[src/shared/upc_pkg.sv]
package upc_pkg;
	// Register byte offsets on the AXI4-Lite bus
	localparam logic [3:0] OFF_TXRX  = 4'h0;	// Transmit holding / receive holding
	localparam logic [3:0] OFF_STAT  = 4'h4;	// uart_status_reg (read)
	localparam logic [3:0] OFF_MCTL  = 4'h8;	// modem_control_reg
	localparam logic [3:0] OFF_BAUD  = 4'hc;	// baud_select_reg (write) / modem status (read)
	// modem_control_reg field positions
	localparam int MC_DTR   = 0;
	localparam int MC_RTS   = 1;
	localparam int MC_LOOP  = 2;
	localparam int MC_IEN   = 3;
	localparam int MC_MODEM_IRQ_ENABLE  = 4;
	// uart_status_reg field positions
	localparam int ST_DR    = 0;
	localparam int ST_TX_BUFFER_EMPTY  = 1;
	localparam int ST_TC    = 2;
	localparam int ST_MCHG  = 3;
	// Modem status field positions
	localparam int MS_CTS   = 0;
	localparam int MS_DSR   = 1;
	// baud_select_reg: clock-output select bit
	localparam int BS_CO    = 7;
	// Reset values
	localparam logic [7:0] MCTL_RST = 8'h00;
	localparam logic [7:0] BAUD_RST = 8'h00;
	// Bit-time divider default and frame length
	localparam logic [15:0] DIV_DEF  = 16'h0001;
	localparam logic [3:0]  OVS      = 4'hf;	// 16x oversampling, last phase
	localparam logic [3:0]  FRAME_N  = 4'h9;	// Start plus 8 data bits, then stop
	// AXI response codes
	localparam logic [1:0] RESP_OK  = 2'h0;
	localparam logic [1:0] RESP_ERR = 2'h2;
	typedef enum logic [1:0]
	{
		TX_IDLE  = 2'b00,
		TX_SHIFT = 2'b01,
		TX_STOP  = 2'b10
	} upc_tx_e;
	// Read answer carried together
	typedef struct packed
	{
		logic [31:0] data;
		logic [1:0]  resp;
	} upc_rd_s;
endpackage
[src/hw/upc_top.sv]
// Functional notes
// Serial out high for mark, low space
// Line at mark on CTS false/reset/empty/loop
// CTS and DSR levels readable in status
// CTS/DSR change raises irq when enabled
// No new character while CTS false
// Character in flight finishes despite CTS
// Loop mode ignores CTS
// DSR only affects status and irq
// DTR low when control bit one
// RTS low when control bit one
// Clock out: oscillator or 16x clock (code gives an 8x clock: clk16_r toggles once per 16x tick)
// Reset clears clock-output select bit
// Buffer-empty set on transfer, cleared write
// Reset suspends serial activity, then idle
// Reset clears control; sets empty, complete
// Master and modem enables gate irq
// Receiver ignores input in loop/reset
// Data-ready set when character stored
// Data-ready cleared on read or reset
// Strobes honoured only with chip select
// Master enable false forces irq low
// Loop mode routes tx into receiver
// Bit 0 sent and received first
// Modem inputs synchronised before edge detect
//
// Design decisions made here: the register offsets and the AXI4-Lite interface to the registers.
`timescale 1ns/100ps
`default_nettype none
module upc_top #(
	parameter logic [15:0] BIT_DIV = upc_pkg::DIV_DEF	// Clocks per 16x tick minus one
) (
	input  wire  logic        CLK,
	input  wire  logic        SRST,
	// AXI4-Lite slave
	input  wire  logic [3:0]  AWADDR,
	input  wire  logic        AWVALID,
	output var   logic        AWREADY,
	input  wire  logic [31:0] WDATA,
	input  wire  logic [3:0]  WSTRB,
	input  wire  logic        WVALID,
	output var   logic        WREADY,
	output var   logic [1:0]  BRESP,
	output var   logic        BVALID,
	input  wire  logic        BREADY,
	input  wire  logic [3:0]  ARADDR,
	input  wire  logic        ARVALID,
	output var   logic        ARREADY,
	output var   logic [31:0] RDATA,
	output var   logic [1:0]  RRESP,
	output var   logic        RVALID,
	input  wire  logic        RREADY,
	// Chip select gating bus strobes, active low
	input  wire  logic        CHIP_SELECT_N,
	// Serial and modem pins
	input  wire  logic        OSC_INPUT,
	input  wire  logic        SERIAL_IN,
	output var   logic        SERIAL_OUT,
	input  wire  logic        CTS_N,
	input  wire  logic        DSR_N,
	output var   logic        DTR_N,
	output var   logic        RTS_N,
	output var   logic        CLOCK_OUTPUT_PIN,
	output var   logic        TX_BUFFER_EMPTY,
	output var   logic        RX_CHAR_AVAILABLE,
	output var   logic        IRQ_OUTPUT
);
	// Register state
	logic [7:0]  modem_control_reg_r;	// Modem control
	logic [7:0]  baud_select_reg_r;	// Baud select
	logic [7:0]  tx_holding_register_r;	// Transmit holding
	logic [7:0]  rx_holding_register_r;	// Receive holding
	logic        tx_buffer_empty_r;	// Holding register empty
	logic        tc_r;	// Transmitter fully idle
	logic        dr_r;	// Received character waiting
	logic        mchg_r;	// Modem change latched
	// Synchronisers and edge detect
	logic [1:0]  cts_s_r;	// CTS sync chain
	logic [1:0]  dsr_s_r;	// DSR sync chain
	logic        cts_d_r;	// Last synced CTS
	logic        dsr_d_r;	// Last synced DSR
	logic [1:0]  sin_s_r;	// Serial in sync chain
	logic [1:0]  osc_s_r;	// Oscillator sync chain
	// Baud tick generator
	logic [15:0] div_cnt_r;	// Divider count
	logic        tick;	// 16x tick
	logic        clk16_r;	// 8x clock square wave, toggled on every 16x tick
	// Transmitter
	upc_pkg::upc_tx_e tx_st_r;	// Transmit state
	logic [3:0]  tx_ph_r;	// Oversample phase
	logic [3:0]  tx_bit_r;	// Bit counter
	logic [8:0]  tx_sh_r;	// Shifter incl. start bit
	logic        tx_line;	// Raw transmit level
	// Receiver
	logic        rx_busy_r;	// Character in progress
	logic [3:0]  rx_ph_r;	// Oversample phase
	logic [3:0]  rx_bit_r;	// Bit counter
	logic [7:0]  rx_sh_r;	// Receive shifter
	logic        rx_src;	// Receiver input after loop mux
	// Bus handshake
	logic        aw_got_r;	// Write address held
	logic        w_got_r;	// Write data held
	logic [3:0]  wa_r;	// Held write address
	logic [7:0]  wd_r;	// Held write data low byte
	logic        wstb_r;	// Held low-lane strobe
	logic        wr_fire;	// Write takes effect
	logic        rd_fire;	// Read takes effect
	upc_pkg::upc_rd_s rd_nxt;	// Read answer
	logic        cts_on;	// CTS true after sync
	logic        loop_on;	// Loop test mode active
	logic        tx_load;	// Holding to shifter move

	assign cts_on  = ~cts_s_r[1];
	assign loop_on = modem_control_reg_r[upc_pkg::MC_LOOP];

	// Decode shared by read mux and write side
	function automatic logic hit(input logic [3:0] a, input logic [3:0] off);
		hit = (a[3:2] == off[3:2]);
	endfunction

	// Two-flop synchronisers; only the second stage is ever looked at
	always_ff @(posedge CLK)
	begin
		if (SRST)
		begin
			cts_s_r <= 2'h3;
			dsr_s_r <= 2'h3;
			sin_s_r <= 2'h3;
			osc_s_r <= 2'h0;
		end
		else
		begin
			cts_s_r <= {cts_s_r[0], CTS_N};
			dsr_s_r <= {dsr_s_r[0], DSR_N};
			sin_s_r <= {sin_s_r[0], SERIAL_IN};
			osc_s_r <= {osc_s_r[0], OSC_INPUT};
		end
	end

	// Edge detect history, one flop per modem line
	always_ff @(posedge CLK)
	begin
		if (SRST)
		begin
			cts_d_r <= 1'b1;
			dsr_d_r <= 1'b1;
		end
		else
		begin
			cts_d_r <= cts_s_r[1];
			dsr_d_r <= dsr_s_r[1];
		end
	end

	// 16x tick divider; held cleared in reset so activity is suspended
	always_ff @(posedge CLK)
	begin
		if (SRST)
		begin
			div_cnt_r <= 16'h0000;
			clk16_r   <= 1'b0;
		end
		else if (div_cnt_r >= BIT_DIV)
		begin
			div_cnt_r <= 16'h0000;
			clk16_r   <= ~clk16_r;
		end
		else
			div_cnt_r <= div_cnt_r + 16'h0001;
	end
	assign tick = (div_cnt_r >= BIT_DIV);

	// AXI write channel capture; address and data taken in either order
	always_ff @(posedge CLK)
	begin
		if (SRST)
		begin
			aw_got_r <= 1'b0;
			w_got_r  <= 1'b0;
			wa_r     <= 4'h0;
			wd_r     <= 8'h00;
			wstb_r   <= 1'b0;
			BVALID   <= 1'b0;
			BRESP    <= upc_pkg::RESP_OK;
		end
		else
		begin
			if (AWVALID && AWREADY)
			begin
				aw_got_r <= 1'b1;
				wa_r     <= AWADDR;
			end
			if (WVALID && WREADY)
			begin
				w_got_r <= 1'b1;
				wd_r    <= WDATA[7:0];
				wstb_r  <= WSTRB[0];
			end
			if (wr_fire)
			begin
				aw_got_r <= 1'b0;
				w_got_r  <= 1'b0;
				BVALID   <= 1'b1;
				BRESP    <= upc_pkg::RESP_OK;	// All four words are mapped
			end
			else if (BVALID && BREADY)
				BVALID <= 1'b0;
		end
	end
	assign AWREADY = ~aw_got_r & ~BVALID;
	assign WREADY  = ~w_got_r & ~BVALID;
	// Chip select gates the strobe; the bus still completes so it never hangs
	assign wr_fire = aw_got_r & w_got_r & ~BVALID;
	logic wr_eff;	// Write reaches a register
	assign wr_eff = wr_fire & wstb_r & ~CHIP_SELECT_N;

	// Read mux; upper bits read as zero
	always_comb
	begin
		rd_nxt      = '{data: 32'h0000_0000, resp: upc_pkg::RESP_OK};
		if (hit(ARADDR, upc_pkg::OFF_TXRX))
			rd_nxt.data[7:0] = rx_holding_register_r;
		else if (hit(ARADDR, upc_pkg::OFF_STAT))
		begin
			rd_nxt.data[upc_pkg::ST_DR]   = dr_r;
			rd_nxt.data[upc_pkg::ST_TX_BUFFER_EMPTY] = tx_buffer_empty_r;
			rd_nxt.data[upc_pkg::ST_TC]   = tc_r;
			rd_nxt.data[upc_pkg::ST_MCHG] = mchg_r;
		end
		else if (hit(ARADDR, upc_pkg::OFF_MCTL))
			rd_nxt.data[7:0] = modem_control_reg_r;
		else
		begin
			rd_nxt.data[upc_pkg::MS_CTS] = cts_on;
			rd_nxt.data[upc_pkg::MS_DSR] = ~dsr_s_r[1];
		end
	end

	// AXI read channel: answer one cycle after the address is taken
	always_ff @(posedge CLK)
	begin
		if (SRST)
		begin
			RVALID <= 1'b0;
			RDATA  <= 32'h0000_0000;
			RRESP  <= upc_pkg::RESP_OK;
		end
		else if (rd_fire)
		begin
			RVALID <= 1'b1;
			RDATA  <= CHIP_SELECT_N ? 32'h0000_0000 : rd_nxt.data;
			RRESP  <= rd_nxt.resp;
		end
		else if (RVALID && RREADY)
			RVALID <= 1'b0;
	end
	assign ARREADY = ~RVALID;
	assign rd_fire = ARVALID & ~RVALID;

	// Control registers; reset clears them and the pins they drive
	always_ff @(posedge CLK)
	begin
		if (SRST)
		begin
			modem_control_reg_r <= upc_pkg::MCTL_RST;
			baud_select_reg_r   <= upc_pkg::BAUD_RST;
		end
		else if (wr_eff)
		begin
			if (hit(wa_r, upc_pkg::OFF_MCTL))
				modem_control_reg_r <= wd_r;
			if (hit(wa_r, upc_pkg::OFF_BAUD))
				baud_select_reg_r <= wd_r;
		end
	end

	// Transmit holding register and empty flag; a new write wins over a load
	always_ff @(posedge CLK)
	begin
		if (SRST)
		begin
			tx_buffer_empty_r               <= 1'b1;
			tx_holding_register_r <= 8'h00;
		end
		else if (wr_eff && hit(wa_r, upc_pkg::OFF_TXRX))
		begin
			tx_holding_register_r <= wd_r;
			tx_buffer_empty_r               <= 1'b0;
		end
		else if (tx_load)
			tx_buffer_empty_r <= 1'b1;
	end

	// Start only with CTS true, unless looping back
	assign tx_load = (tx_st_r == upc_pkg::TX_IDLE) & ~tx_buffer_empty_r & (cts_on | loop_on);

	// Transmitter; once shifting, CTS is no longer looked at
	always_ff @(posedge CLK)
	begin
		if (SRST)
		begin
			tx_st_r  <= upc_pkg::TX_IDLE;
			tx_ph_r  <= 4'h0;
			tx_bit_r <= 4'h0;
			tx_sh_r  <= 9'h1ff;
			tc_r     <= 1'b1;
		end
		else
		begin
			unique case (tx_st_r)
				upc_pkg::TX_IDLE:
				begin
					if (tx_load)
					begin
						tx_sh_r  <= {tx_holding_register_r, 1'b0};
						tx_st_r  <= upc_pkg::TX_SHIFT;
						tx_ph_r  <= 4'h0;
						tx_bit_r <= 4'h0;
						tc_r     <= 1'b0;
					end
				end
				upc_pkg::TX_SHIFT:
				begin
					if (tick)
					begin
						tx_ph_r <= tx_ph_r + 4'h1;
						if (tx_ph_r == upc_pkg::OVS)
						begin
							tx_sh_r  <= {1'b1, tx_sh_r[8:1]};
							tx_bit_r <= tx_bit_r + 4'h1;
							if (tx_bit_r == upc_pkg::FRAME_N - 4'h1)
								tx_st_r <= upc_pkg::TX_STOP;
						end
					end
				end
				upc_pkg::TX_STOP:
				begin
					if (tick)
					begin
						tx_ph_r <= tx_ph_r + 4'h1;
						if (tx_ph_r == upc_pkg::OVS)
						begin
							tx_st_r <= upc_pkg::TX_IDLE;
							tc_r    <= tx_buffer_empty_r;
						end
					end
				end
				default:
					tx_st_r <= upc_pkg::TX_IDLE;
			endcase
		end
	end
	assign tx_line = (tx_st_r == upc_pkg::TX_SHIFT) ? tx_sh_r[0] : 1'b1;

	// Receiver input: loopback or the synced pin, mark while reset
	assign rx_src = loop_on ? tx_line : sin_s_r[1];

	// Receiver: mid-bit sampling at 16x, LSB first
	always_ff @(posedge CLK)
	begin
		if (SRST)
		begin
			rx_busy_r <= 1'b0;
			rx_ph_r   <= 4'h0;
			rx_bit_r  <= 4'h0;
			rx_sh_r   <= 8'h00;
		end
		else if (tick)
		begin
			if (!rx_busy_r)
			begin
				if (!rx_src)	// Low is space: start bit
				begin
					rx_busy_r <= 1'b1;
					rx_ph_r   <= 4'h1;
					rx_bit_r  <= 4'h0;
				end
			end
			else
			begin
				rx_ph_r <= rx_ph_r + 4'h1;
				if (rx_ph_r == 4'h7)
				begin
					rx_bit_r <= rx_bit_r + 4'h1;
					if (rx_bit_r == 4'h0 && rx_src)
						rx_busy_r <= 1'b0;	// False start, glitch rejected
					else if (rx_bit_r == upc_pkg::FRAME_N)
						rx_busy_r <= 1'b0;	// Stop bit sampled
					else if (rx_bit_r != 4'h0)
						rx_sh_r <= {rx_src, rx_sh_r[7:1]};
				end
			end
		end
	end

	// Receive holding and data-ready; a new arrival wins over the read
	always_ff @(posedge CLK)
	begin
		if (SRST)
		begin
			dr_r                 <= 1'b0;
			rx_holding_register_r <= 8'h00;
		end
		else if (tick && rx_busy_r && rx_ph_r == 4'h7 && rx_bit_r == upc_pkg::FRAME_N)
		begin
			rx_holding_register_r <= rx_sh_r;
			dr_r                 <= 1'b1;
		end
		else if (rd_fire && !CHIP_SELECT_N && hit(ARADDR, upc_pkg::OFF_TXRX))
			dr_r <= 1'b0;
	end

	// Modem change latch; DSR feeds nothing but this and status
	always_ff @(posedge CLK)
	begin
		if (SRST)
			mchg_r <= 1'b0;
		else if ((cts_s_r[1] ^ cts_d_r) || (dsr_s_r[1] ^ dsr_d_r))
			mchg_r <= 1'b1;
		else if (rd_fire && !CHIP_SELECT_N && hit(ARADDR, upc_pkg::OFF_BAUD))
			mchg_r <= 1'b0;	// Modem status read clears
	end

	// Pin outputs, all registered
	always_ff @(posedge CLK)
	begin
		if (SRST)
		begin
			SERIAL_OUT        <= 1'b1;
			DTR_N             <= 1'b1;
			RTS_N             <= 1'b1;
			CLOCK_OUTPUT_PIN  <= 1'b0;
			TX_BUFFER_EMPTY   <= 1'b1;
			RX_CHAR_AVAILABLE <= 1'b0;
			IRQ_OUTPUT        <= 1'b0;
		end
		else
		begin
			// Mark in loop mode; idle line already mark when empty
			SERIAL_OUT <= loop_on ? 1'b1 : tx_line;
			DTR_N      <= ~modem_control_reg_r[upc_pkg::MC_DTR];
			RTS_N      <= ~modem_control_reg_r[upc_pkg::MC_RTS];
			// Oscillator is sampled, so only slow oscillators pass cleanly
			CLOCK_OUTPUT_PIN <= baud_select_reg_r[upc_pkg::BS_CO] ? clk16_r : osc_s_r[1];
			TX_BUFFER_EMPTY   <= tx_buffer_empty_r;
			RX_CHAR_AVAILABLE <= dr_r;
			IRQ_OUTPUT <= modem_control_reg_r[upc_pkg::MC_IEN]
				& modem_control_reg_r[upc_pkg::MC_MODEM_IRQ_ENABLE] & mchg_r;
		end
	end
endmodule // upc_top
`default_nettype wire

[config.mk]
export PLATFORM = sky130hd
export DESIGN_NAME = upc_top
export DESIGN_NICKNAME = d
export VERILOG_FILES = /design/src/shared/upc_pkg.sv /design/src/hw/upc_top.sv
export SDC_FILE = /design/constraint.sdc
export NUM_CORES = 1
export LEC_CHECK = 0
export CAP_MARGIN = 20
export CORE_MARGIN = 1
export CORE_UTILIZATION = 63
export CTS_CLUSTER_SIZE = 25
export DETAILED_ROUTE_END_ITERATION = 7
export DONT_BUFFER_PORTS = 1
export GPL_TIMING_DRIVEN = 0
export PLACE_DENSITY = 0.88
export SYNTH_ARGS = -nofsm -noshare
export SYNTH_HDL_FRONTEND = slang
export SYNTH_SLANG_ARGS = --single-unit
[constraint.sdc]
create_clock -name CLK -period 3.7 [get_ports CLK]
set_clock_uncertainty 0.05 [all_clocks]
set_input_delay 0.555 -clock CLK [delete_from_list [all_inputs] [get_ports CLK]]
set_output_delay 0.555 -clock CLK [all_outputs]
set_load 0.03 [all_outputs]
### Word level (Yosys, flattened, before mapping)

Cells that the tools add are included.

* add/sub/neg operators: 5
* multiply operators: 0
* div/mod/pow operators: 0
* $lt $le $gt $ge: 1
* eq/ne operators: 20
* shift-type cells: 0
* mux-type cells: 50
* bitwise gates (word level): 27
* reductions and logical operators: 40

Operators with widths (count)
* two-way mux 4 bit: 11
* two-way mux 9 bit: 3
* two-way mux 1 bit: 21
* case mux 9 bit (2 select lines): 1
* adder 16 x 1 -> 16 bit, second input constant: 1
* adder 4 x 1 -> 4 bit, second input constant: 4
* >= comparator 16 x 1 -> 1 bit, second input constant: 1
* two-way mux 8 bit: 2
* case mux 4 bit (2 select lines): 2
* nonzero test 2 bit: 8
* two-way mux 2 bit: 7
* inequality test 2 bit, second input constant: 7
* inverter 1 bit: 13
* == test 4 bit, second input constant: 3
* logical AND 1 bit: 12
* AND reduction 6 bit: 2
* AND 1 bit: 11
* == test 2 bit, second input constant: 5
* AND reduction 4 bit: 2
* OR reduction 2 bit: 4
* logical NOT 2 bit: 3
* two-way mux 6 bit: 1
* case mux 2 bit (3 select lines): 1
* AND reduction 2 bit: 3
* other kinds (11): 15

* register bits: 155
* latch bits: 0
* bits in writable memories: 0
* ROM bits: 0
* bits of input ports: 56
* logic and storage cells: 182
* memories kept: 0

### Logic depth before layout (Yosys ltp)

Gate-level depths: netlist of the first run.

* word-level depth: 7
* mapped depth: 9
* gate-level depth less buffers: 7

### Least setup slack after synthesis of the first run

No wires, ideal clock.

* kind: reg-to-reg
* start point: register div_cnt_r[0]
* end point: register rx_sh_r[7]
* library setup time: 116 ps
* arrival: 1749 ps
* path slack: 1784 ps
* cell stages (with the launch flop): 9
* clock period less this slack: 1916 ps
* path through: dfxtp_1 -> inv_1 -> ha_1 -> nor4b_2 -> and4_1 -> buf_6 -> or3_1 -> buf_4 -> a31o_2

* cells in the longest elaborated chain, start to end: 2

RTL lines
* from (decl): line upc_top.sv:85 `logic [15:0] div_cnt_r;`
* from (signal assigned): line upc_top.sv:169 `div_cnt_r <= div_cnt_r + 16'h0001;`
* >= comparator 16 x 1 -> 1 bit: line upc_top.sv:171 `assign tick = (div_cnt_r >= BIT_DIV);`
* AND reduction 6 bit (no source line)
* to (signal assigned): line upc_top.sv:390 `rx_sh_r <= {rx_src, rx_sh_r[7:1]};`
* to (decl): line upc_top.sv:98 `logic [7:0] rx_sh_r;`

Every way passes these cells.
A chain may end at the register's enable or synchronous reset.

### Final worst setup path of the first run

* start point: register div_cnt_r[0]
* end point: register rx_bit_r[3]

* cells in the longest elaborated chain, start to end: 2

RTL lines
* >= comparator 16 x 1 -> 1 bit: line upc_top.sv:171
* AND reduction 3 bit (no source line)
* to (signal assigned): line upc_top.sv:384 `rx_bit_r <= rx_bit_r + 4'h1;`
* to (decl): line upc_top.sv:97 `logic [3:0] rx_bit_r;`

Every way passes these cells.

==> impl_metrics.yaml, run 1 <==
outcome:
  outcome: "finished, final reports clean"
die:
  rows: 32
  die_y_um: 91.2
  die_area_um2: 8320
  start_util_pct: 64.9
  core_area_um2: 7730
  die_w_um: 91.2
  io_pins: 104
sta:
  worst_pin_slew_ps: 1100
  period_needed_ps: 2220
  final_hold_viol_count: 0
  fin_tns_setup_ps: 0
  min_period_over_period_pct: 59.9
  max_freq_mhz: 451
  rsz0062_at_grt: "no"
  timing.hold.ws_ps: 89.6
  slew_headroom_pct: 25.9
  finalSetupViolCount: 0
  slew_violations: 0
cts:
  cts-resized-gates: 0
  clk_path_buf_depth: 2
  cts_sinks: 122
  ctsHtreeMaxLevel: 4
  cts_setup_buffers: 0
  cts_hold_buf: 0
  cts.clk_slew.worst_paths_ps: 60
  cts_tree: "built"
  insertion_delay_ps: 520
  cts_buffers: 17
  clock-root-buffer: "clkbuf_8"
layout:
  synthToLayoutAreaGrowth_pct: 17.6
  nets: 657
  layout.cells.non_filler: 703
  drive_gt1_share_pct: 14.6
  fill_cells: 504
  final_util_pct: 76.3
  diodes: 0
detailed_routing:
  drc_errors: 0
  routed-via-count: 4001
  drt_iter0_markers: 400
  dr.pass1.iters: 8
  wl_per_cell_um: 16.4
  avgViaCountPerCell: 5.69
  routed_wl_mm: 11.5
  ant_nets: 0
critical_path:
  worst-r2r-setup-slack_ps: 1480
  arrival_ps: 2620
  reg2reg_depth: 8
  critPathMaxFanout: 10
  worstReg2RegStart: "div_cnt_r[0]"
  cp-end-kind: "flop"
  r2r-end: "rx_bit_r[3]"
  critical_path_class: "flop to flop"
  critPathLaunchType: "flop"
  critPathRequiredTime_ps: 4100
synthesis:
  synth-edff-count: 0
  syn_inst: 529
  syn_area_per_cell_um2: 9.48
  ys_ff_latch: 122
  synthTopCellsByArea: "dfxtp_1 (49%), mux2i_1 (6.6%), nand2_1 (4.9%)"
  yosysTopAreaCell: "dfxtp_1"
  netlist.area_leader.share_pct: 48.7
  ys_seq_area_share_pct: 48.7
  synth_ff_type: "dfxtp_1"
  synth-async-reset-ratio_pct: 0
  ys_types: 59
  ys_warn_count: 0
  netlist_area_um2: 5020
  synthTopCellsByCount: "dfxtp_1 (122), nand2_1 (65), nor2_1 (52)"
  yosysMostFrequentCell: "dfxtp_1"
run:
  cap_violations: 0
worst_hold_path:
  hold_depth: 1
  whs_endpoint: "sin_s_r[0]"
  hold_start: "SERIAL_IN"
  min_path_type: "primary input to flop"
power:
  power_density_nw_per_um2: 555
  power.leakage_uw: 0.00247
  irDropWorstVdd_mv: 0.384
  total_power_uw: 3270
global_routing:
  grt_remaining_overflow: 0
  grt_pass1_vias: 3769
  grt_pass1_wl_mm: 18.5
  antenna_found_initial: 0
  grt_max_degree: 17
  grt_use_total_pct: 29.0
placement:
  place.gp.congestion: 0.934
  hpwl_mm: 7.49
  portBuffers: 0
  dp_cells: 671
-- final cells by class --
class                           instances  area, um^2  share of cell area (%)
Sequential cell                       122        2440                    41.4
Multi-Input combinational cell        378        2330                    39.6
Clock buffer                           19         442                    7.49
Buffer                                 53         329                    5.58
Clock inverter                         13         164                    2.78
Tap cell                              102         128                    2.16
Inverter                               16        60.1                    1.02
-- cells by family after synthesis --
kind of cell,Yosys count,synth area share (%)
compound gates,88,12.0
xor+xnor,6,1.05
fa+ha+maj,13,3.24
buf+inv,69,7.76
flops,122,48.7
mux,37,7.71
other cells,1,0.0748
simple gates,193,19.5
-- worst max-delay path by stage --
stage,start,to
after floorplan,div_cnt_r[0],rx_sh_r[7]
after global placement,div_cnt_r[0],rx_holding_register_r[7]
after detailed placement,div_cnt_r[0],rx_holding_register_r[6]
after CTS,div_cnt_r[0],rx_bit_r[3]
after global routing,div_cnt_r[0],rx_holding_register_r[6]
final,div_cnt_r[0],rx_bit_r[3]
-- placed cells by master (no fill, tap or decap), types with 8 or more instances in the layout --
master	count
dfxtp_1	122
nand2_1	65
nor2_1	52
conb_1	41
mux2i_1	33
a21oi_1	32
buf_4	30
clkbuf_1	19
inv_1	16
clkbuf_16	16
ha_1	13
o21ai_0	12
nor3_1	9
nand3_1	9
a221o_1	8
-- per-layer routing --
metal / track usage, % / routed length, um
met1: 34.8 / 4720
met5: 0 / 0
met2: 48.3 / 5660
met4: 13.9 / 304
met3: 7.71 / 814
-- flip-flops by register name, summed over array words and instances (netlist names), 4 cells and up --
name and cells:
tx_bit_r 4, modem_control_reg_r 8, tx_ph_r 4, rx_sh_r 8, rx_ph_r 4, rx_holding_register_r 8, rx_bit_r 4, tx_sh_r 9
RDATA 8, div_cnt_r 16, wd_r 8, tx_holding_register_r 8
-- critical path: stages (launching register included) --
cell	delay [ps]
dfxtp_1	340
inv_1	70
ha_1	140
nor4b_2	310
nand4_2	340
clkbuf_1	410
nand3_1	240
nand2_1	100
nor2_1	140
-- power breakdown --
group,switching [uW],internal (uW)
Clock,615,1070
Sequential,31.2,1350
Combinational,140,72.7
-- through the flow --
step,worst slack [ps],cell area (um^2)
after floorplan,1780,5170
after global placement,1680,5290
after detailed placement,1590,5290
after CTS,1530,5900
after global routing,1360,5900
final,1480,5900
(Power assumes the default switching activity.)
==> inputs of run 2 (changes only) <==
CORE_UTILIZATION = 56   (was 63)
PLACE_DENSITY = 0.83   (was 0.88)
clock period = 2 ns   (was 3.7 ns; I/O delays follow)
==> impl_metrics.yaml, run 2 (synthesis gave the netlist of run 1 again) <==
global_routing:
  grt_pass1_wl_mm: 19.1
  grt_max_degree: 17
  grt_remaining_overflow: 0
  grt_pass1_vias: 3986
  grt_use_total_pct: 25.6
  antenna_found_initial: 0
die:
  die_y_um: 96.6
  die_area_um2: 9340
  die_w_um: 96.6
  rows: 34
  core_area_um2: 8680
  io_pins: 104
  start_util_pct: 57.8
cts:
  cts.clk_slew.worst_paths_ps: 60
  cts_tree: "built"
  cts_buffers: 17
  clk_path_buf_depth: 2
  clock-root-buffer: "clkbuf_8"
  insertion_delay_ps: 510
  ctsHtreeMaxLevel: 4
  cts_sinks: 122
detailed_routing:
  ant_nets: 0
  routed-via-count: 4193
  drc_errors: 0
  drt_iter0_markers: 353
  wl_per_cell_um: 16.5
  avgViaCountPerCell: 5.69
  dr.pass1.iters: 6
  routed_wl_mm: 12.2
power:
  clock_power_share_pct: 48.3
  internal-power_uw: 4360
  power_density_nw_per_um2: 928
  power.leakage_uw: 0.00261
  p_sw_uw: 1430
  irDropWorstVdd_mv: 0.729
  switching_share_pct: 24.7
  seqPwrFrac_pct: 44.1
  pwr-share-comb_pct: 7.5
  total_power_uw: 5800
critical_path:
  critPathLaunchType: "flop"
  arrival_ps: 2390
  critical_path_class: "flop to flop"
  critPathMaxFanout: 5
  worst-r2r-setup-slack_ps: -80
  reg2reg_depth: 9
  critPathRequiredTime_ps: 2310
  cp-end-kind: "flop"
  worstReg2RegStart: "div_cnt_r[0]"
  r2r-end: "rx_busy_r"
layout:
  nets: 687
  mostFrequentLayoutCell: "dfxtp_1"
  stdcell_area_um2: 6250
  multiInputGateArea_um2: 2440
  diodes: 0
  reg_top3: "div_cnt_r (16), tx_sh_r (9)"
  drive_gt1_share_pct: 18.9
  synthToLayoutAreaGrowth_pct: 24.6
  fill_cells: 603
  largest_register_ffs: 16
  top_register: "div_cnt_r"
  layout.cells.most_common_list: "dfxtp_1 (118), nand2_1 (64), nor2_1 (51)"
  seq_area_um2: 2450
worst_hold_path:
  hold_start: "SRST"
  min_path_type: "primary input to flop"
  hold_depth: 2
  whs_endpoint: "div_cnt_r[1]"
sta:
  max_freq_mhz: 481
  timing.hold.ws_ps: 79.7
  min_period_over_period_pct: 104
  rsz0062_at_grt: "yes"
  slew_violations: 0
  period_needed_ps: 2080
  final_hold_viol_count: 0
  finalSetupViolCount: 8
  worst_pin_slew_ps: 944
  setup_ws_ps: -79.6
  slew_headroom_pct: 36.5
placement:
  place.gp.congestion: 0.862
  dpl-instance-area_um2: 5300
  portBuffers: 0
  hpwl_mm: 7.62
  pre_cts_slack_ps: -86.2
outcome:
  failed_checks: "setup timing"
  outcome: "finished, violations left"
run:
  cap_violations: 0
[run 2: cell types whose count changed in the layout (fill, tap and decap cells not counted), moves of 3 or more]
cell,before,now
dlygate4sd3_1,0,18
buf_4,30,40
buf_6,2,6
dfxtp_1,122,118
ha_1,13,9
clkbuf_1,19,16
dfxtp_2,0,3
ha_4,0,3
[run 2: per-stage QoR]
step	cells	setup TNS [ps]	utilization, %
finish	737	-301	72.0
floorplan	569	0	-
global route	737	-1500	72.0
detailed placement	677	-1260	61.1
CTS	733	-3.41	70.7
global placement	677	-10.6	61.1
[run 2: cell type report]
cell class	instances	area share, %
buffer	51	5.35
timing repair buffer	32	4.65
clock buffer	20	7.13
tap	108	2.16
multi-input combinational	378	39.0
sequential	122	39.2
inverter	16	0.961
clock inverter	10	1.54
[run 2: power by group through the flow]
stage	registers [uW]	logic, uW	clock network (uW)
6_report	2560	437	2800
5_1_grt	2560	471	2930
4_1_cts	2560	417	2810
3_5_place_dp	2600	382	0
3_3_place_gp	2600	370	0
2_1_floorplan	2590	327	0
[run 2: worst max path at each step]
stage	from	to	slack (ps)	cells after the start
floorplan	div_cnt_r[0]	rx_sh_r[7]	80	8
CTS	div_cnt_r[1]	tx_sh_r[7]	-3	9
global route	div_cnt_r[0]	rx_busy_r	-140	9
global placement	div_cnt_r[0]	tx_sh_r[0]	-10	8
detailed placement	div_cnt_r[1]	rx_bit_r[2]	-90	8
finish	div_cnt_r[0]	rx_busy_r	-80	9
[run 2: critical path, stage by stage, from the launching register on]
cell     delay [ps]
dfxtp_4         360
inv_2            60
ha_4            150
nor4b_4         130
and4_1          220
buf_6           140
buf_4           140
buf_4           140
o41ai_1         420
a21oi_1         120
[run 2: layer usage]
layer	wire length, um	part of all wire (%)	global-route usage (%)
met5	0	0	0
met4	442	3.6	11.5
met2	5980	49	43.2
met3	886	7.3	5.92
met1	4850	40	30.9
[run 2: repair_timing]
| action | 4_1_cts | 5_1_grt |
|---|---|---|
| buffers inserted | 9 | 4 |
| hold buffers | 18 | 0 |
| cloned | 0 | 1 |
| pin swaps | 4 | 6 |
| resized for setup | 14 | 21 |
| endpoints found under the setup margin | 52 | 45 |
| endpoints found under the hold margin | 20 | 0 |
==> inputs of run 3 (changes only) <==
--- a/constraint.sdc
+++ b/constraint.sdc
@@ -4,2 +4,2 @@
 set_output_delay 0.3 -clock CLK [all_outputs]
-set_load 0.03 [all_outputs]
+set_load 0.005 [all_outputs]
==> impl_metrics.yaml, run 3 (synthesis gave the netlist of run 1 again) <==
layout:
  top_register: "div_cnt_r"
  stdcell_area_um2: 6240
  reg_top3: "div_cnt_r (16), tx_sh_r (9)"
  nets: 686
  largest_register_ffs: 16
  diodes: 0
  mostFrequentLayoutCell: "dfxtp_1"
  synthToLayoutAreaGrowth_pct: 24.4
  layout.cells.most_common_list: "dfxtp_1 (120), nand2_1 (65), nor2_1 (51)"
  drive_gt1_share_pct: 18.0
sta:
  slew_headroom_pct: 36.5
  rsz0062_at_grt: "yes"
  setup_ws_ps: -59.4
  period_needed_ps: 2060
  worst_pin_slew_ps: 943
  final_hold_viol_count: 0
  timing.hold.ws_ps: 86.7
  slew_violations: 0
  fin_tns_setup_ps: -165
  finalSetupViolCount: 4
  max_freq_mhz: 486
  min_period_over_period_pct: 103
detailed_routing:
  routed_wl_mm: 12.1
  dr.pass1.iters: 7
  ant_nets: 0
  avgViaCountPerCell: 5.68
  drt_iter0_markers: 294
  routed-via-count: 4179
  wl_per_cell_um: 16.4
  drc_errors: 0
global_routing:
  grt.busiest_layer: "met2"
  grt_remaining_overflow: 0
  grtUsageMet3_pct: 5.92
  grt_use_total_pct: 25.6
  use_met2_pct: 43.7
  antenna_found_initial: 0
  grt_max_degree: 17
  grt_pass1_wl_mm: 19.1
  grt_pass1_vias: 3992
  grt_use_met1_pct: 30.7
cts:
  clk_path_buf_depth: 2
  cts_tree: "built"
  ctsHtreeMaxLevel: 4
  cts_sinks: 122
  cts_buffers: 17
  cts.clk_slew.worst_paths_ps: 60
  clock-root-buffer: "clkbuf_8"
  insertion_delay_ps: 510
outcome:
  outcome: "finished, violations left"
  failed_checks: "setup timing"
placement:
  portBuffers: 0
  place.gp.congestion: 0.862
  dpl-instance-area_um2: 5300
  hpwl_mm: 7.62
run:
  cap_violations: 0
power:
  power_density_nw_per_um2: 917
  power.leakage_uw: 0.00260
  irDropWorstVdd_mv: 0.741
  total_power_uw: 5720
die:
  core_area_um2: 8680
  io_pins: 104
  die_y_um: 96.6
  die_area_um2: 9340
  start_util_pct: 57.8
  rows: 34
  die_w_um: 96.6
worst_hold_path:
  min_path_type: "primary input to flop"
critical_path:
  critPathMaxFanout: 7
  critPathLaunchType: "flop"
  critPathRequiredTime_ps: 2330
  critical_path_class: "flop to flop"
  arrival_ps: 2390
  cp-end-kind: "flop"
[run 3: cell count changes in the layout (fill, tap and decap cells not counted), moves of 2 or more]
cell / previous run / this run
buf_6: 6 / 3
dfxtp_1: 118 / 120
dfxtp_2: 3 / 1
inv_2: 2 / 0
inv_4: 0 / 2
nor4_2: 2 / 0
nor4_4: 1 / 3
[run 3: worst max-delay path, stage by stage, from the launching register on]
cell	delay, ps
dfxtp_4	360
inv_4	60
ha_4	110
nor4b_4	200
buf_4	160
nand4_4	160
a21boi_0	520
a211oi_1	150
mux2i_1	160
[run 3: layer usage]
layer	vias up	share of wire, %
met5	-	0
met4	0	2.7
met3	44	8.2
met2	226	50
met1	1960	39
li1	1949	-
[run 3: final cells by class]
cell class                 count  area [um^2]
buffer                        52          334
timing repair buffer          30          268
inverter                      16         65.1
clock inverter                10         96.3
sequential                   122         2450
fill                         593         2440
multi-input combinational    378         2450
clock buffer                  20          445
tap                          108          135
[run 3: final timing paths]
kind                     start         end  slack, ps  cells past startpoint
setup / recovery  div_cnt_r[0]  tx_st_r[0]        -60                      8
hold / removal         AWVALID    aw_got_r         90                      3
setup reg to reg  div_cnt_r[0]  tx_st_r[0]        -60                      8
hold reg to reg     sin_s_r[0]  sin_s_r[1]        360                      1
[run 3: stage by stage]
| step | setup WS, ps | util [%] | std cells |
|---|---|---|---|
| 2_1_floorplan | 84.5 | - | 569 |
| 3_3_place_gp | -10.6 | 61.1 | 677 |
| 3_5_place_dp | -86.2 | 61.1 | 677 |
| 4_1_cts | 2.48 | 70.6 | 733 |
| 5_1_grt | -102 | 71.9 | 736 |
| 6_report | -59.4 | 71.9 | 736 |
[run 3: what timing repair did]
action / CTS / global route
cloned: 1 / 0
endpoints found under the hold margin: 20 / 0
hold buffers: 18 / 0
resized for setup: 10 / 24
pin swaps: 4 / 3
setup endpoints to repair: 39 / 50
setup buffers: 8 / 3
[run 3: where the power goes]
part,switching [uW],internal [uW]
Sequential,55.6,2500
Combinational,203,168
Clock,1100,1700
